<file path="src/hdl/brs_cfg.svh">
// board reset sequencer constants
// assumes a 40 MHz system clock on standby power
`ifndef BRS_CFG_SVH
`define BRS_CFG_SVH

// ----------------------------------------------------------------
// timing
// ----------------------------------------------------------------
`define BRS_CLK_HZ        40000000
`define BRS_HOLD_MS       500
`define BRS_HOLD_CYC      ((`BRS_CLK_HZ / 1000) * `BRS_HOLD_MS)
`define BRS_CNT_W         25

// ----------------------------------------------------------------
// soft reset source bit positions
// ----------------------------------------------------------------
`define BRS_SRC_SB        0
`define BRS_SRC_PROBE     1
`define BRS_SRC_CPU       2
`define BRS_SRC_SUPER_IO  3
`define BRS_SRC_W         4

`endif

</file>
<file path="src/hdl/brs_pkg.sv">
// board reset sequencer types
// assumes brs_cfg.svh holds the numeric constants
package brs_pkg;

    typedef enum logic [1:0] {
        BRS_WAIT_SUPPLY,
        BRS_HOLD,
        BRS_RUN
    } brs_state_t;

endpackage : brs_pkg

</file>
<file path="src/hdl/brs_sequencer.sv">
// board reset sequencer: power-up, hard and soft reset control
// assumes standby-powered clock and a standby monitor driving rst_i
`timescale 1ns/10ps
`include "brs_cfg.svh"

module brs_sequencer #(
    parameter logic [`BRS_CNT_W-1:0] HOLD_CYC = `BRS_CNT_W'(`BRS_HOLD_CYC)
) (
    // clock and standby reset
    input  wire logic                  sys_clk_i,
    input  wire logic                  rst_i,
    // pins from supply, panel and reset sources
    input  wire logic                  supply_power_good_i,
    input  wire logic                  panel_reset_n_i,
    input  wire logic                  sb_soft_reset_i,
    input  wire logic                  debug_probe_port_reset_i,
    input  wire logic                  cpu_soft_reset_i,
    input  wire logic                  super_io_device_reset_i,
    input  wire logic                  soft_src_clear_i,
    // outputs to processors and southbridge
    output logic                       processor_power_good_o,
    output logic                       cpu_init_o,
    output logic                       hard_reset_active_o,
    output logic [`BRS_SRC_W-1:0]      soft_src_o
);

    // ----------------------------------------------------------------
    // input synchronisers
    // ----------------------------------------------------------------
    // soft request bits sit low, then the panel press, then supply pg
    localparam int NIN       = `BRS_SRC_W + 2;
    localparam int PANEL_BIT = `BRS_SRC_W;
    localparam int PG_BIT    = `BRS_SRC_W + 1;
    logic [NIN-1:0] raw;
    logic [NIN-1:0] s1_q;
    logic [NIN-1:0] s2_q;
    // press is inverted here so it idles at zero like the soft request synchronisers
    assign raw = {supply_power_good_i,
                  ~panel_reset_n_i,
                  super_io_device_reset_i,
                  cpu_soft_reset_i,
                  debug_probe_port_reset_i,
                  sb_soft_reset_i};

    genvar gi;
    generate
        for (gi = 0; gi < NIN; gi++) begin : g_sync
            always_ff @(posedge sys_clk_i) begin
                if (rst_i) begin
                    s1_q[gi] <= 1'b0;
                    s2_q[gi] <= 1'b0;
                end else begin
                    s1_q[gi] <= raw[gi];
                    s2_q[gi] <= s1_q[gi];
                end
            end
        end
    endgenerate

    logic                  pg_s;
    logic                  panel_s;
    logic [`BRS_SRC_W-1:0] soft_s;
    assign pg_s    = s2_q[PG_BIT];
    assign panel_s = s2_q[PANEL_BIT];
    assign soft_s  = s2_q[`BRS_SRC_W-1:0];

    // ----------------------------------------------------------------
    // edge detect on synchronised levels
    // ----------------------------------------------------------------
    logic                  panel_d1_q;
    logic [`BRS_SRC_W-1:0] soft_d1_q;
    logic                  panel_rise;
    logic [`BRS_SRC_W-1:0] soft_rise;
    always_ff @(posedge sys_clk_i) begin
        if (rst_i) begin
            panel_d1_q <= 1'b0;
        end else begin
            panel_d1_q <= panel_s;
        end
    end

    always_ff @(posedge sys_clk_i) begin
        if (rst_i) begin
            soft_d1_q <= '0;
        end else begin
            soft_d1_q <= soft_s;
        end
    end
    assign panel_rise = panel_s & ~panel_d1_q;
    assign soft_rise  = soft_s & ~soft_d1_q;

    // ----------------------------------------------------------------
    // sequencing state machine
    // ----------------------------------------------------------------
    // rst_i or a low synchronised supply pg clears this state; a panel reset merely re-enters HOLD
    brs_pkg::brs_state_t   state_q;
    logic [`BRS_CNT_W-1:0] cnt_q;
    logic                  hard_q;
    logic                  hold_done;
    logic                  in_run;

    assign hold_done = (state_q == brs_pkg::BRS_HOLD) &&
                       (cnt_q == HOLD_CYC - 1'b1);
    assign in_run    = (state_q == brs_pkg::BRS_RUN);

    always_ff @(posedge sys_clk_i) begin
        if (rst_i) begin
            state_q <= brs_pkg::BRS_WAIT_SUPPLY;
        end else if (!pg_s) begin
            state_q <= brs_pkg::BRS_WAIT_SUPPLY;
        end else begin
            case (state_q)
                brs_pkg::BRS_WAIT_SUPPLY: begin
                    state_q <= brs_pkg::BRS_HOLD;
                end
                brs_pkg::BRS_HOLD: begin
                    // a press here is ignored: the hold already runs
                    if (hold_done) begin
                        state_q <= brs_pkg::BRS_RUN;
                    end
                end
                brs_pkg::BRS_RUN: begin
                    if (panel_rise) begin
                        state_q <= brs_pkg::BRS_HOLD;
                    end
                end
                default: begin
                    state_q <= brs_pkg::BRS_WAIT_SUPPLY;
                end
            endcase
        end
    end

    // counter idles at zero, so every entry into the hold starts afresh
    always_ff @(posedge sys_clk_i) begin
        if (rst_i) begin
            cnt_q <= '0;
        end else if (!pg_s || state_q != brs_pkg::BRS_HOLD) begin
            cnt_q <= '0;
        end else if (!hold_done) begin
            cnt_q <= cnt_q + 1'b1;
        end
    end

    // marks a panel hard reset from the press to the end of its hold
    always_ff @(posedge sys_clk_i) begin
        if (rst_i) begin
            hard_q <= 1'b0;
        end else if (!pg_s) begin
            hard_q <= 1'b0;
        end else if (in_run && panel_rise) begin
            hard_q <= 1'b1;
        end else if (hold_done) begin
            hard_q <= 1'b0;
        end
    end

    // ----------------------------------------------------------------
    // outputs
    // ----------------------------------------------------------------
    // southbridge derives its bus reset pulse from this edge
    // the press itself drops power-good on the same edge that enters the hold state
    always_ff @(posedge sys_clk_i) begin
        if (rst_i) begin
            processor_power_good_o <= 1'b0;
        end else begin
            processor_power_good_o <= pg_s && in_run
                                      && !panel_rise;
        end
    end

    always_ff @(posedge sys_clk_i) begin
        if (rst_i) begin
            hard_reset_active_o <= 1'b0;
        end else begin
            hard_reset_active_o <= hard_q;
        end
    end

    // soft reset: init pulse only, power-good untouched so caches stay
    always_ff @(posedge sys_clk_i) begin
        if (rst_i) begin
            cpu_init_o <= 1'b0;
        end else begin
            cpu_init_o <= (|soft_rise)
                          && in_run;
        end
    end

    logic soft_clear_q;

    // sticky source record; a new request wins over the clear
    always_ff @(posedge sys_clk_i) begin
        if (rst_i) begin
            soft_src_o <= '0;
        end else begin
            soft_src_o <= (soft_clear_q ? '0 : soft_src_o)
                          | soft_rise;
        end
    end

    // clear is a same-clock level, registered once before use
    always_ff @(posedge sys_clk_i) begin
        if (rst_i) begin
            soft_clear_q <= 1'b0;
        end else begin
            soft_clear_q <= soft_src_clear_i;
        end
    end

endmodule : brs_sequencer

</file>
<file path="config.mk">
export PLATFORM = sky130hd
export DESIGN_NAME = brs_sequencer
export DESIGN_NICKNAME = d
export VERILOG_FILES = /design/src/hdl/brs_pkg.sv /design/src/hdl/brs_sequencer.sv
export VERILOG_INCLUDE_DIRS = /design/src /design/src/hdl
export SDC_FILE = /design/constraint.sdc
export NUM_CORES = 1
export LEC_CHECK = 0
export ABC_AREA = 1
export BUFFER_PORTS_ARGS = -buffer_cell sky130_fd_sc_hd__buf_4
export CAP_MARGIN = 15
export CORE_MARGIN = 3
export CORE_UTILIZATION = 40
export CTS_CLUSTER_DIAMETER = 60
export DETAILED_ROUTE_END_ITERATION = 16
export PLACE_DENSITY = 0.62
export RECOVER_POWER = 50
export SYNTH_ARGS = -nofsm -noshare
export SYNTH_HDL_FRONTEND = slang
export SYNTH_SLANG_ARGS = --single-unit
</file>
<file path="constraint.sdc">
create_clock -name sys_clk_i -period 1.6 [get_ports sys_clk_i]
set_clock_uncertainty 0.2 [all_clocks]
set_input_delay 0.16 -clock sys_clk_i [delete_from_list [all_inputs] [get_ports sys_clk_i]]
set_output_delay 0.16 -clock sys_clk_i [all_outputs]
set_load 0.01 [all_outputs]
</file>
# Word level (Yosys, flattened, before mapping)
# Cells that the tools add are included.
[op_classes] addsub=1 n_eq_ne=6 n_mux=6 bitwise=7 reduce_logical=14
[ops] op="$add 25x1->25 const B" n=1
[ops] op="$eq 25x25->1 const B" n=1
[ops] op="$pmux 2 s3" n=1
[ops] op="$logic_and 1x1->1" n=5
[ops] op="$and 4x4->4" n=1
[ops] op="$mux 2" n=2
[ops] op="$mux 4" n=1
[ops] op="$ne 2x2->1 const B" n=2
[ops] op="$not 4->4" n=1
[ops] op="$or 4x4->4" n=1
[ops] op="$reduce_or 2->1" n=2
[ops] op="$reduce_or 4->1" n=1
[ops] op="$not 1->1" n=3
[ops] op="$eq 2x1->1 const B" n=1
[ops] op="$eq 2x2->1 const B" n=1
[ops] op="$logic_not 1->1" n=2
[ops] op="$logic_not 2->1" n=1
[ops] op="$mux 1" n=2
[ops] op="$ne 2x1->1 const B" n=1
[ops] op="$reduce_and 2->1" n=1
[ops] op="$reduce_bool 2->1" n=1
[ops] op="$and 1x1->1" n=1
[ops] op="$logic_or 1x1->1" n=1
[totals] ff_bits=53 word_cells=56

# Depth between registers and ports, before layout
# Gate-level depths: netlist (run 1).
[depth] depth_word=4 depth_mapped=9 depth_no_buf=9

# Worst setup path before layout (run 1)
# Ideal clock, no wire load.
[synth_timing] path_kind="register -> register" startpoint="register cnt_q[0]" endpoint="register cnt_q[0]" setup_time_ps=119 arrival_time_ps=1214 path_slack_ps=67 stages_incl_launch_ff=9 n_path_buf=0 path_cell_list="dfxtp_1 -> ha_1 -> nand2_1 -> nor2_4 -> nand2_4 -> nor2_4 -> nand3_2 -> nor2_1 -> a21oi_1"
[synth_via] elab_chain_len=2
[synth_lines] element="from (decl)" line="brs_sequencer.sv:97" text="logic [`BRS_CNT_W-1:0] cnt_q;"
[synth_lines] element="from (signal assigned)" line="brs_sequencer.sv:141" text="cnt_q <= cnt_q + 1'b1;"
[synth_lines] element="parallel branches: the longest is 2 deep, another holds $add 25x1->25"
# Parallel ways; which one is timed is not known.
# A chain may end at the register's enable or synchronous reset.

# Final worst setup path (run 1)
[layout_timing] startpoint="register cnt_q[1]" endpoint="register cnt_q[0]"
[layout_via] elab_chain_len=2
[layout_lines] element="$eq 25x25->1" line="brs_sequencer.sv:103" text="(cnt_q == HOLD_CYC - 1'b1);"
[layout_lines] element="$logic_and 1x1->1" line="brs_sequencer.sv:102" text="assign hold_done = (state_q == brs_pkg::BRS_HOLD) &&"
# No other way between the ends.

==> out/metrics.cfg, run 1 <==
[status]
outcome=complete, no violations

[yosys]
syn_area_mm2=0.00236
synth_top_area_share=0.450
synth_area_per_cell_um2=7.56
async_reset_ff_frac=0
ys_ff_latch=53
synth.area.top_cells=dfxtp_1 45%, nor2_1 9.1%, nand2_1 8.6%, inv_1 8.1%, nor2_4 4.8%
netlist_instances=312
yosys-top-cells-count=57 x nor2_1, 54 x nand2_1, 53 x dfxtp_1, 51 x inv_1, 21 x a21oi_1
yosys.area.top_type=dfxtp_1
synth.distinct_cells=29
synth_seq_area_share=0.450
synth_edf_count=0
syn_nets=322
synth_most_common_cell=nor2_1
ys_warn_count=0
synth_flop_cell=dfxtp_1

[power_and_ir_drop]
powerDensity_mw_per_mm2=770
power.leakage_nw=1.14
power_mw=2.25
vdd.ir_drop.worst_uv=567

[floorplanning]
core_area_mm2=0.00561
top_level_ports=16
die_area_mm2=0.00685
start_util=0.420
rows=27
die-width_um=82.8
die_y_um=82.8

[route]
drt_iter0_drc=144
wirelength_um=4670
vias=1975
via_per_inst=4.63
ant_nets=0
first_pass_iters=4
routedWlPerCell_um=10.9
drc=0

[sta]
timing.final.crit_share=0.987
period_needed_ns=1.58
setup_tns_ns=0
rsz0062_at_grt=yes
fin_hold_ws_ns=0.209
slew_headroom=0.702
fmax_ghz=0.633
finalHoldViolations=0
worst_pin_slew_ns=0.447
fin_ws_ns=0.0213
finalSetupViolations=0
drv_slew=0

[worst_setup_path]
path_class=register to register
worstPathRequired_ns=1.64
critPathMaxFanout=6
crit_path_start_kind=register
end_kind=register
cp_data_arrival_time_ns=1.62

[clock_network]
clkSlewWorstSetupHoldPaths_ns=0.11
cts_sinks=53
htreeDepth=2
cts_root_buf=clkbuf_8
cts_tree=done
cts_max_path_buffers=2
cts_buffers=5
clock_latency_ns=0.31

[placed_design]
dp_hpwl_um=3400
pre_cts_ws_ns=-0.0159
gp_congestion=0.938
portBuffers=15

[cells_and_area]
finalNetCount=364
diodes=0
syn2layout_area_growth_pct=23.9
nFillCells=560
drive_gt1_frac=0.251

[global_routing]
grt_pass1_wl_um=7980
grt_pass1_vias=1746
grt_max_degree=25
overflow=0
track_usage=0.152
grt_antenna_before_repair=0

[min_path]
holdCritPathClass=register to register

[run]
maxCapViolCount=0

-- cells by family (layout without fill, tap and decap cells) --
| family | count (synthesis) | in the layout | share of synthesized area |
|---|---|---|---|
| and+or+nand+nor | 154 | 154 | 0.329 |
| buffers and inverters | 58 | 101 | 0.0950 |
| DFF | 53 | 53 | 0.450 |
| AOI/OAI and AO/OA | 39 | 39 | 0.0950 |
| xor gates and xnor gates | 7 | 7 | 0.0260 |
| adders and majority gates | 1 | 1 | 0.00531 |
-- metal layers --
layer  GRT usage  part of all wire
met2       0.231              0.49
met5           0                 0
met1       0.210              0.46
met3      0.0369             0.036
met4      0.0523             0.014
-- layout by cell type (no fill, tap or decap), types with 2 or more instances in the layout --
cell            n
inv_1          50
nor3_1          2
inv_6           2
o21ai_1         2
nand4_1         9
xnor2_1         5
dfxtp_1        43
dfxtp_2        10
nand2_1        51
nor2_4         13
o21ai_0         6
nand2_2         2
nand3_4         2
dlygate4sd3_1   8
inv_2           2
buf_4          27
nor2_1         53
clkbuf_1        3
clkbuf_8        5
a21oi_2         8
nand3b_1        3
nand2_4         4
nand3_1         7
xor2_1          2
nor2_2          4
a21oi_1        19
nand3_2         2
-- sequential cells by signal, summed over array words and instances (netlist names), 2 cells and up --
name,count
cnt_q,25
s1_q,6
s2_q,4
soft_d1_q,4
soft_src_o,4
state_q,2
-- final cells by class --
type | count | area, um^2 | share of cell area
multi-input cells | 201 | 1150 | 0.394
flip-flops and latches | 53 | 1070 | 0.368
repair buffers | 40 | 307 | 0.105
inverters | 53 | 201 | 0.0690
well taps | 72 | 90.1 | 0.0308
clock buffers | 5 | 68.8 | 0.0236
clock inverters | 3 | 28.8 | 0.00985
-- worst paths after layout --
path                    startpoint                     to  slack, ns  cells past startpoint
max          cnt_q[1]$_SDFFE_PP0N_  cnt_q[0]$_SDFFE_PP0N_       0.02                      7
min reg2reg     s1_q[3]$_SDFF_PP0_     s2_q[3]$_SDFF_PP0_       0.21                      2
min             s1_q[3]$_SDFF_PP0_     s2_q[3]$_SDFF_PP0_       0.21                      2
max reg2reg  cnt_q[1]$_SDFFE_PP0N_  cnt_q[0]$_SDFFE_PP0N_       0.02                      7
-- per-stage QoR --
| stage | util | cell area [um^2] | instances |
|---|---|---|---|
| after floorplan | - | 2360 | 312 |
| after global placement | 0.471 | 2640 | 408 |
| after detailed placement | 0.471 | 2640 | 408 |
| after CTS | 0.504 | 2830 | 424 |
| after global routing | 0.521 | 2920 | 427 |
| final | 0.521 | 2920 | 427 |
-- worst max-delay path: stages, from the launching register on --
cell and delay, ns:
dfxtp_2 0.37, ha_4 0.16, nand2_4 0.05, nor2_4 0.13, nand2_4 0.11, nor2_4 0.17, nand4_1 0.16, a21oi_1 0.17
-- repair_timing --
item                                    4_1_cts  5_1_grt
hold buffers                                  8        0
buffers inserted                              0        3
pin swaps                                     1        8
endpoints found under the hold margin        13        0
resized for setup                             3       28
gates cloned                                  0        0
endpoints found under the setup margin        5       25
-- where the power goes --
group	switching, mW	internal [mW]	total (mW)
sequential	0.00688	1.34	1.35
combinational	0.0400	0.0454	0.0854
clock	0.485	0.331	0.816
(Power assumes the default switching activity.)
==> run 2, diff against run 1 <==
Settings changed: ABC_AREA 1 to 0, CAP_MARGIN 15 to not set, GPL_ROUTABILITY_DRIVEN set to 0.
==> run 2 against run 1 <==
Compared with the run above:
- the flow now finishes with violations (setup timing)
- sequential power hardly changed
- via count shrank 13%
- sequential share of layout area down 3.0 points
- die area fell by 10%
- register-to-register slack lost 0.32 ns
- critical path type unchanged
==> out/metrics.cfg, run 2 <==
[route]
routedWlPerCell_um=13.1
drt_iter0_drc=81
via_per_inst=4.78
drc=0
wirelength_um=4730
vias=1726
ant_nets=0
first_pass_iters=4

[yosys]
synth_flop_cell=dfxtp_1
yosys.area.top_type=dfxtp_1
syn_area_mm2=0.00210
synth_top_area_share=0.505
synth_seq_area_share=0.505
ys_warn_count=0
ys_ff_latch=53
netlist_instances=220
synth_most_common_cell=dfxtp_1
async_reset_ff_frac=0
syn_nets=230
synth_edf_count=0
yosys-top-cells-count=53 x dfxtp_1, 28 x nor2_1, 20 x nor2b_1, 13 x nand2b_1, 11 x xnor2_1
synth_area_per_cell_um2=9.55
synth.distinct_cells=39
synth.area.top_cells=dfxtp_1 50%, nor2b_1 6.0%, nor2_1 5.0%, xnor2_1 4.6%, nand2b_1 3.9%

[sta]
fin_hold_ws_ns=0.0796
rsz0062_at_grt=yes
finalHoldViolations=0
worst_pin_slew_ns=0.308
fin_ws_ns=-0.297
slew_headroom=0.794
period_needed_ns=1.90
timing.final.crit_share=1.19
fmax_ghz=0.527
drv_slew=0
finalSetupViolations=23

[global_routing]
grt_antenna_before_repair=0
grt_max_degree=26
grt_pass1_vias=1792
grt_pass1_wl_um=8030
overflow=0
track_usage=0.163

[worst_setup_path]
cpMaxStageDelayCell=or4_4
r2r_start=cnt_q[23]$_SDFFE_PP0N_
worstPathRequired_ns=1.59
end_kind=register
slowest_delay_ns=0.54
critPathMaxFanout=8
crit_path_start_kind=register
worst-path-buf-inv=1
path_class=register to register
reg2reg_depth=6
r2r_setup_slack_ns=-0.30
cp_data_arrival_time_ns=1.88
path_delay_family=simple AND/OR/NAND/NOR gates
rr_endpoint=cnt_q[6]$_SDFFE_PP0N_
crit_chain=nand4bb_1, or4_4, buf_12, o21ai_2, xor2_1, nor2_1

[status]
violations=setup timing
outcome=finished, violations left

[cells_and_area]
reg_top3=cnt_q x25, s1_q x6
nFillCells=409
finalNetCount=303
syn2layout_area_growth_pct=51.5
layout_commonest_cell=buf_4
drive_gt1_frac=0.422
top_register=cnt_q
final_cell_mix=48 x buf_4, 42 x dfxtp_1, 26 x nor2_1, 20 x nor2b_1
final_area_mm2=0.00319
largest_reg_flops=25
diodes=0

[clock_network]
cts_sinks=53
cts_max_path_buffers=2
htreeDepth=2
clkSlewWorstSetupHoldPaths_ns=0.10
cts_tree=done
clock_latency_ns=0.30
cts_root_buf=clkbuf_8
cts_buffers=5

[placed_design]
portBuffers=15
dpl_cell_area_mm2=0.00266
dp_hpwl_um=3030

[floorplanning]
core_area_mm2=0.00491
start_util=0.428
top_level_ports=16
die_y_um=78.5
die-width_um=78.5
die_area_mm2=0.00616
rows=25

[min_path]
holdCritPathClass=primary input to register
whs_path_depth=5
hold_end=cnt_q[3]$_SDFFE_PP0N_
worstHoldStart=rst_i

[power_and_ir_drop]
powerDensity_mw_per_mm2=743
power.leakage_nw=1.33
vdd.ir_drop.worst_uv=638

[run]
maxCapViolCount=0

run 2: changes by cell type after synthesis, moves of 7 or more:
cell / before / now
nor2b_1: 0 / 20
nor2_1: 57 / 28
xor2_1: 2 / 9
nand2b_1: 0 / 13
nor2_4: 10 / 0
a21oi_1: 21 / 8
nand2_1: 54 / 10
inv_1: 51 / 3
run 2: worst max-delay path by stage:
stage,slack (ns),start,to,depth (start not counted)
2_1_floorplan,-0.19,cnt_q[14]$_SDFFE_PP0N_,cnt_q[1]$_SDFFE_PP0N_,6
3_3_place_gp,-0.27,cnt_q[23]$_SDFFE_PP0N_,cnt_q[1]$_SDFFE_PP0N_,6
3_5_place_dp,-0.30,cnt_q[23]$_SDFFE_PP0N_,cnt_q[1]$_SDFFE_PP0N_,6
6_report,-0.30,cnt_q[23]$_SDFFE_PP0N_,cnt_q[6]$_SDFFE_PP0N_,6
4_1_cts,-0.30,cnt_q[23]$_SDFFE_PP0N_,cnt_q[1]$_SDFFE_PP0N_,6
5_1_grt,-0.37,cnt_q[4]$_SDFFE_PP0N_,cnt_q[8]$_SDFFE_PP0N_,6
run 2: where the power goes:
| group | switching (mW) | total, mW | leakage [nW] | internal, mW |
|---|---|---|---|---|
| Clock | 0.458 | 0.936 | 0.0591 | 0.478 |
| Sequential | 0.00845 | 1.35 | 0.436 | 1.34 |
| Combinational | 0.0298 | 0.0797 | 0.830 | 0.0499 |
| Total | 0.497 | 2.37 | 1.33 | 1.87 |
run 2: stage by stage:
stage / utilization / TNS (ns) / setup slack (ns) / cells / power [mW]
final: 0.649 / -4.37 / -0.297 / 361 / 2.37
after global placement: 0.542 / -4.03 / -0.270 / 331 / 1.45
after floorplan: - / -1.96 / -0.195 / 220 / 1.41
after CTS: 0.620 / -4.01 / -0.299 / 354 / 2.40
after global routing: 0.649 / -5.97 / -0.371 / 361 / 2.45
after detailed placement: 0.542 / -4.39 / -0.305 / 331 / 1.45
run 2: logic make-up (layout without fill, tap and decap cells):
family	Yosys count	in the layout	synth area share
AND/OR/NAND/NOR	115	115	0.316
AO/OA/AOI/OAI	19	19	0.0548
multiplexers	2	2	0.00952
buffers and inverters	10	84	0.0256
flip-flops	53	53	0.505
XOR/XNOR	20	20	0.0833
adder cells (fa/ha/maj)	1	1	0.00595
run 2: layout make-up:
class | count | area, um^2 | share of cell area
Tap cell | 67 | 83.8 | 0.0263
Sequential cell | 53 | 1070 | 0.337
Multi-Input combinational cell | 157 | 1240 | 0.388
Timing Repair Buffer | 73 | 662 | 0.208
Clock buffer | 5 | 68.8 | 0.0216
Clock inverter | 3 | 47.5 | 0.0149
Inverter | 3 | 11.3 | 0.00353
run 2: layer usage:
layer	vias to the layer above	global-route usage	share of wire
met5	-	0	0
met4	0	0.0577	0.0087
met3	4	0.0310	0.026
met2	23	0.290	0.52
met1	815	0.194	0.45
li1	884	-	-
run 2: worst reg2reg max path: stages (launching register included):
cell	delay (ns)
dfxtp_1	0.32
nand4bb_1	0.19
or4_4	0.54
buf_12	0.16
o21ai_2	0.12
xor2_1	0.18
nor2_1	0.06
run 2: what timing repair did:
item / CTS / global route
setup endpoints to repair: 26 / 28
gates cloned: 1 / 0
hold buffers: 8 / 0
setup buffers: 6 / 9
endpoints found under the hold margin: 9 / 0
gates resized for setup: 30 / 22
pin swaps: 15 / 28
==> run 3, diff against run 2 <==
Settings changed: RECOVER_POWER 50 to 25.
==> run 3 against run 2 <==
Compared with the run above:
- critical path depth did not move
- die area did not move
- largest cell class unchanged
- register-to-register slack barely moved
- combinational power barely moved
- total power barely moved
- first-iteration DRC count did not move
- the run still ends with setup timing left
- clock power barely moved
==> out/metrics.cfg, run 3 (synthesis results as in run 2) <==
[route]
vias=1729
routedWlPerCell_um=13.1
first_pass_iters=4
via_per_inst=4.79
wirelength_um=4730
drt_iter0_drc=81
drc=0
ant_nets=0

[sta]
finalHoldViolations=0
timing.final.crit_share=1.19
rsz0062_at_grt=yes
finalSetupViolations=23
slew_headroom=0.794
setup_tns_ns=-4.38
fin_hold_ws_ns=0.0795
fin_ws_ns=-0.297
fmax_ghz=0.527
period_needed_ns=1.90
worst_pin_slew_ns=0.308
drv_slew=0

[cells_and_area]
finalNetCount=303
multi_input_area_mm2=0.00124
nFillCells=409
fin_cells=361
diodes=0
final-seq-area_mm2=0.00107
largest_reg_flops=25
reg_top3=cnt_q x25, s1_q x6
syn2layout_area_growth_pct=51.5
top_register=cnt_q
final_cell_mix=49 x buf_4, 42 x dfxtp_1, 26 x nor2_1, 20 x nor2b_1
layout_commonest_cell=buf_4
drive_gt1_frac=0.422

[clock_network]
cts_sinks=53
cts_max_path_buffers=2
clkSlewWorstSetupHoldPaths_ns=0.10
cts_buffers=5
clock_latency_ns=0.30
cts_root_buf=clkbuf_8
cts_tree=done
htreeDepth=2

[min_path]
holdCritPathClass=primary input to register
whs_path_depth=5
worstHoldStart=rst_i

[run]
maxCapViolCount=0

[global_routing]
grt_max_degree=26
grt_pass1_vias=1792
overflow=0
track_usage=0.163
grt_antenna_before_repair=0
grt_pass1_wl_um=8030

[power_and_ir_drop]
powerDensity_mw_per_mm2=743
power_mw=2.37
power.leakage_nw=1.33
vdd.ir_drop.worst_uv=638

[floorplanning]
top_level_ports=16
rows=25
die_y_um=78.5
core_area_mm2=0.00491
start_util=0.428
die_area_mm2=0.00616
die-width_um=78.5

[status]
outcome=finished, violations left
violations=setup timing

[worst_setup_path]
slowest_delay_ns=0.54
critPathMaxFanout=8
worst-path-buf-inv=1
cp_data_arrival_time_ns=1.88
path_delay_family=simple AND/OR/NAND/NOR gates
r2r_start=cnt_q[23]$_SDFFE_PP0N_
worstPathRequired_ns=1.59
cpMaxStageDelayCell=or4_4
cp-startpoint=cnt_q[23]$_SDFFE_PP0N_
end_kind=register
crit_path_start_kind=register
crit_chain=nand4bb_1, or4_4, buf_12, o21ai_2, xor2_1, nor2_1
path_class=register to register
reg2reg_depth=6
path_depth=6

[placed_design]
dpl.cell_count=331
dp_hpwl_um=3030
portBuffers=15

[run 3: path summary, 6_finish.rpt]
path / endpoint / slack, ns
worst max-delay path: cnt_q[6]$_SDFFE_PP0N_ / -0.30
worst min register to register: panel_s$_SDFF_PP0_ / 0.24
worst max register to register: cnt_q[6]$_SDFFE_PP0N_ / -0.30
worst min-delay path: cnt_q[3]$_SDFFE_PP0N_ / 0.08
[run 3: area by class of cell]
| class | instances | share of cell area |
|---|---|---|
| multi-input cells | 157 | 0.388 |
| repair buffers | 73 | 0.208 |
| inverters | 3 | 0.00353 |
| clock inverters | 3 | 0.0149 |
| flip-flops and latches | 53 | 0.337 |
| well taps | 67 | 0.0263 |
| clock buffers | 5 | 0.0216 |
[run 3: per-stage QoR]
stage	worst slack [ns]	cell area, um^2	util
after global placement	-0.270	2660	0.542
final	-0.297	3190	0.649
after global routing	-0.371	3190	0.649
after CTS	-0.299	3050	0.620
after floorplan	-0.195	2240	-
after detailed placement	-0.305	2660	0.542
[run 3: what timing repair did]
action,4_1_cts,5_1_grt
endpoints found under the setup margin,26,28
cloned,1,0
hold buffers,8,0
buffers inserted,6,9
pin swaps,15,28
endpoints found under the hold margin,9,0
resized for setup,30,22
[run 3: where the power goes]
part / switching, mW / total, mW / leakage [nW] / internal [mW]
clock network: 0.459 / 0.936 / 0.0591 / 0.478
registers: 0.00847 / 1.35 / 0.436 / 1.34
logic: 0.0298 / 0.0798 / 0.830 / 0.0500
total: 0.497 / 2.37 / 1.33 / 1.87
[run 3: per-layer routing]
layer / up-vias / GRT usage / wire length (um)
li1: 885 / - / -
met1: 817 / 0.194 / 2130
met2: 23 / 0.290 / 2440
met3: 4 / 0.0310 / 119
met4: 0 / 0.0577 / 41
met5: - / 0 / 0
[run 3: worst min-delay path, stage by stage]
cell     delay (ns)
buf_4          0.09
nor2b_1        0.06
nand2_1        0.07
or4_1          0.10
nand2_1        0.06
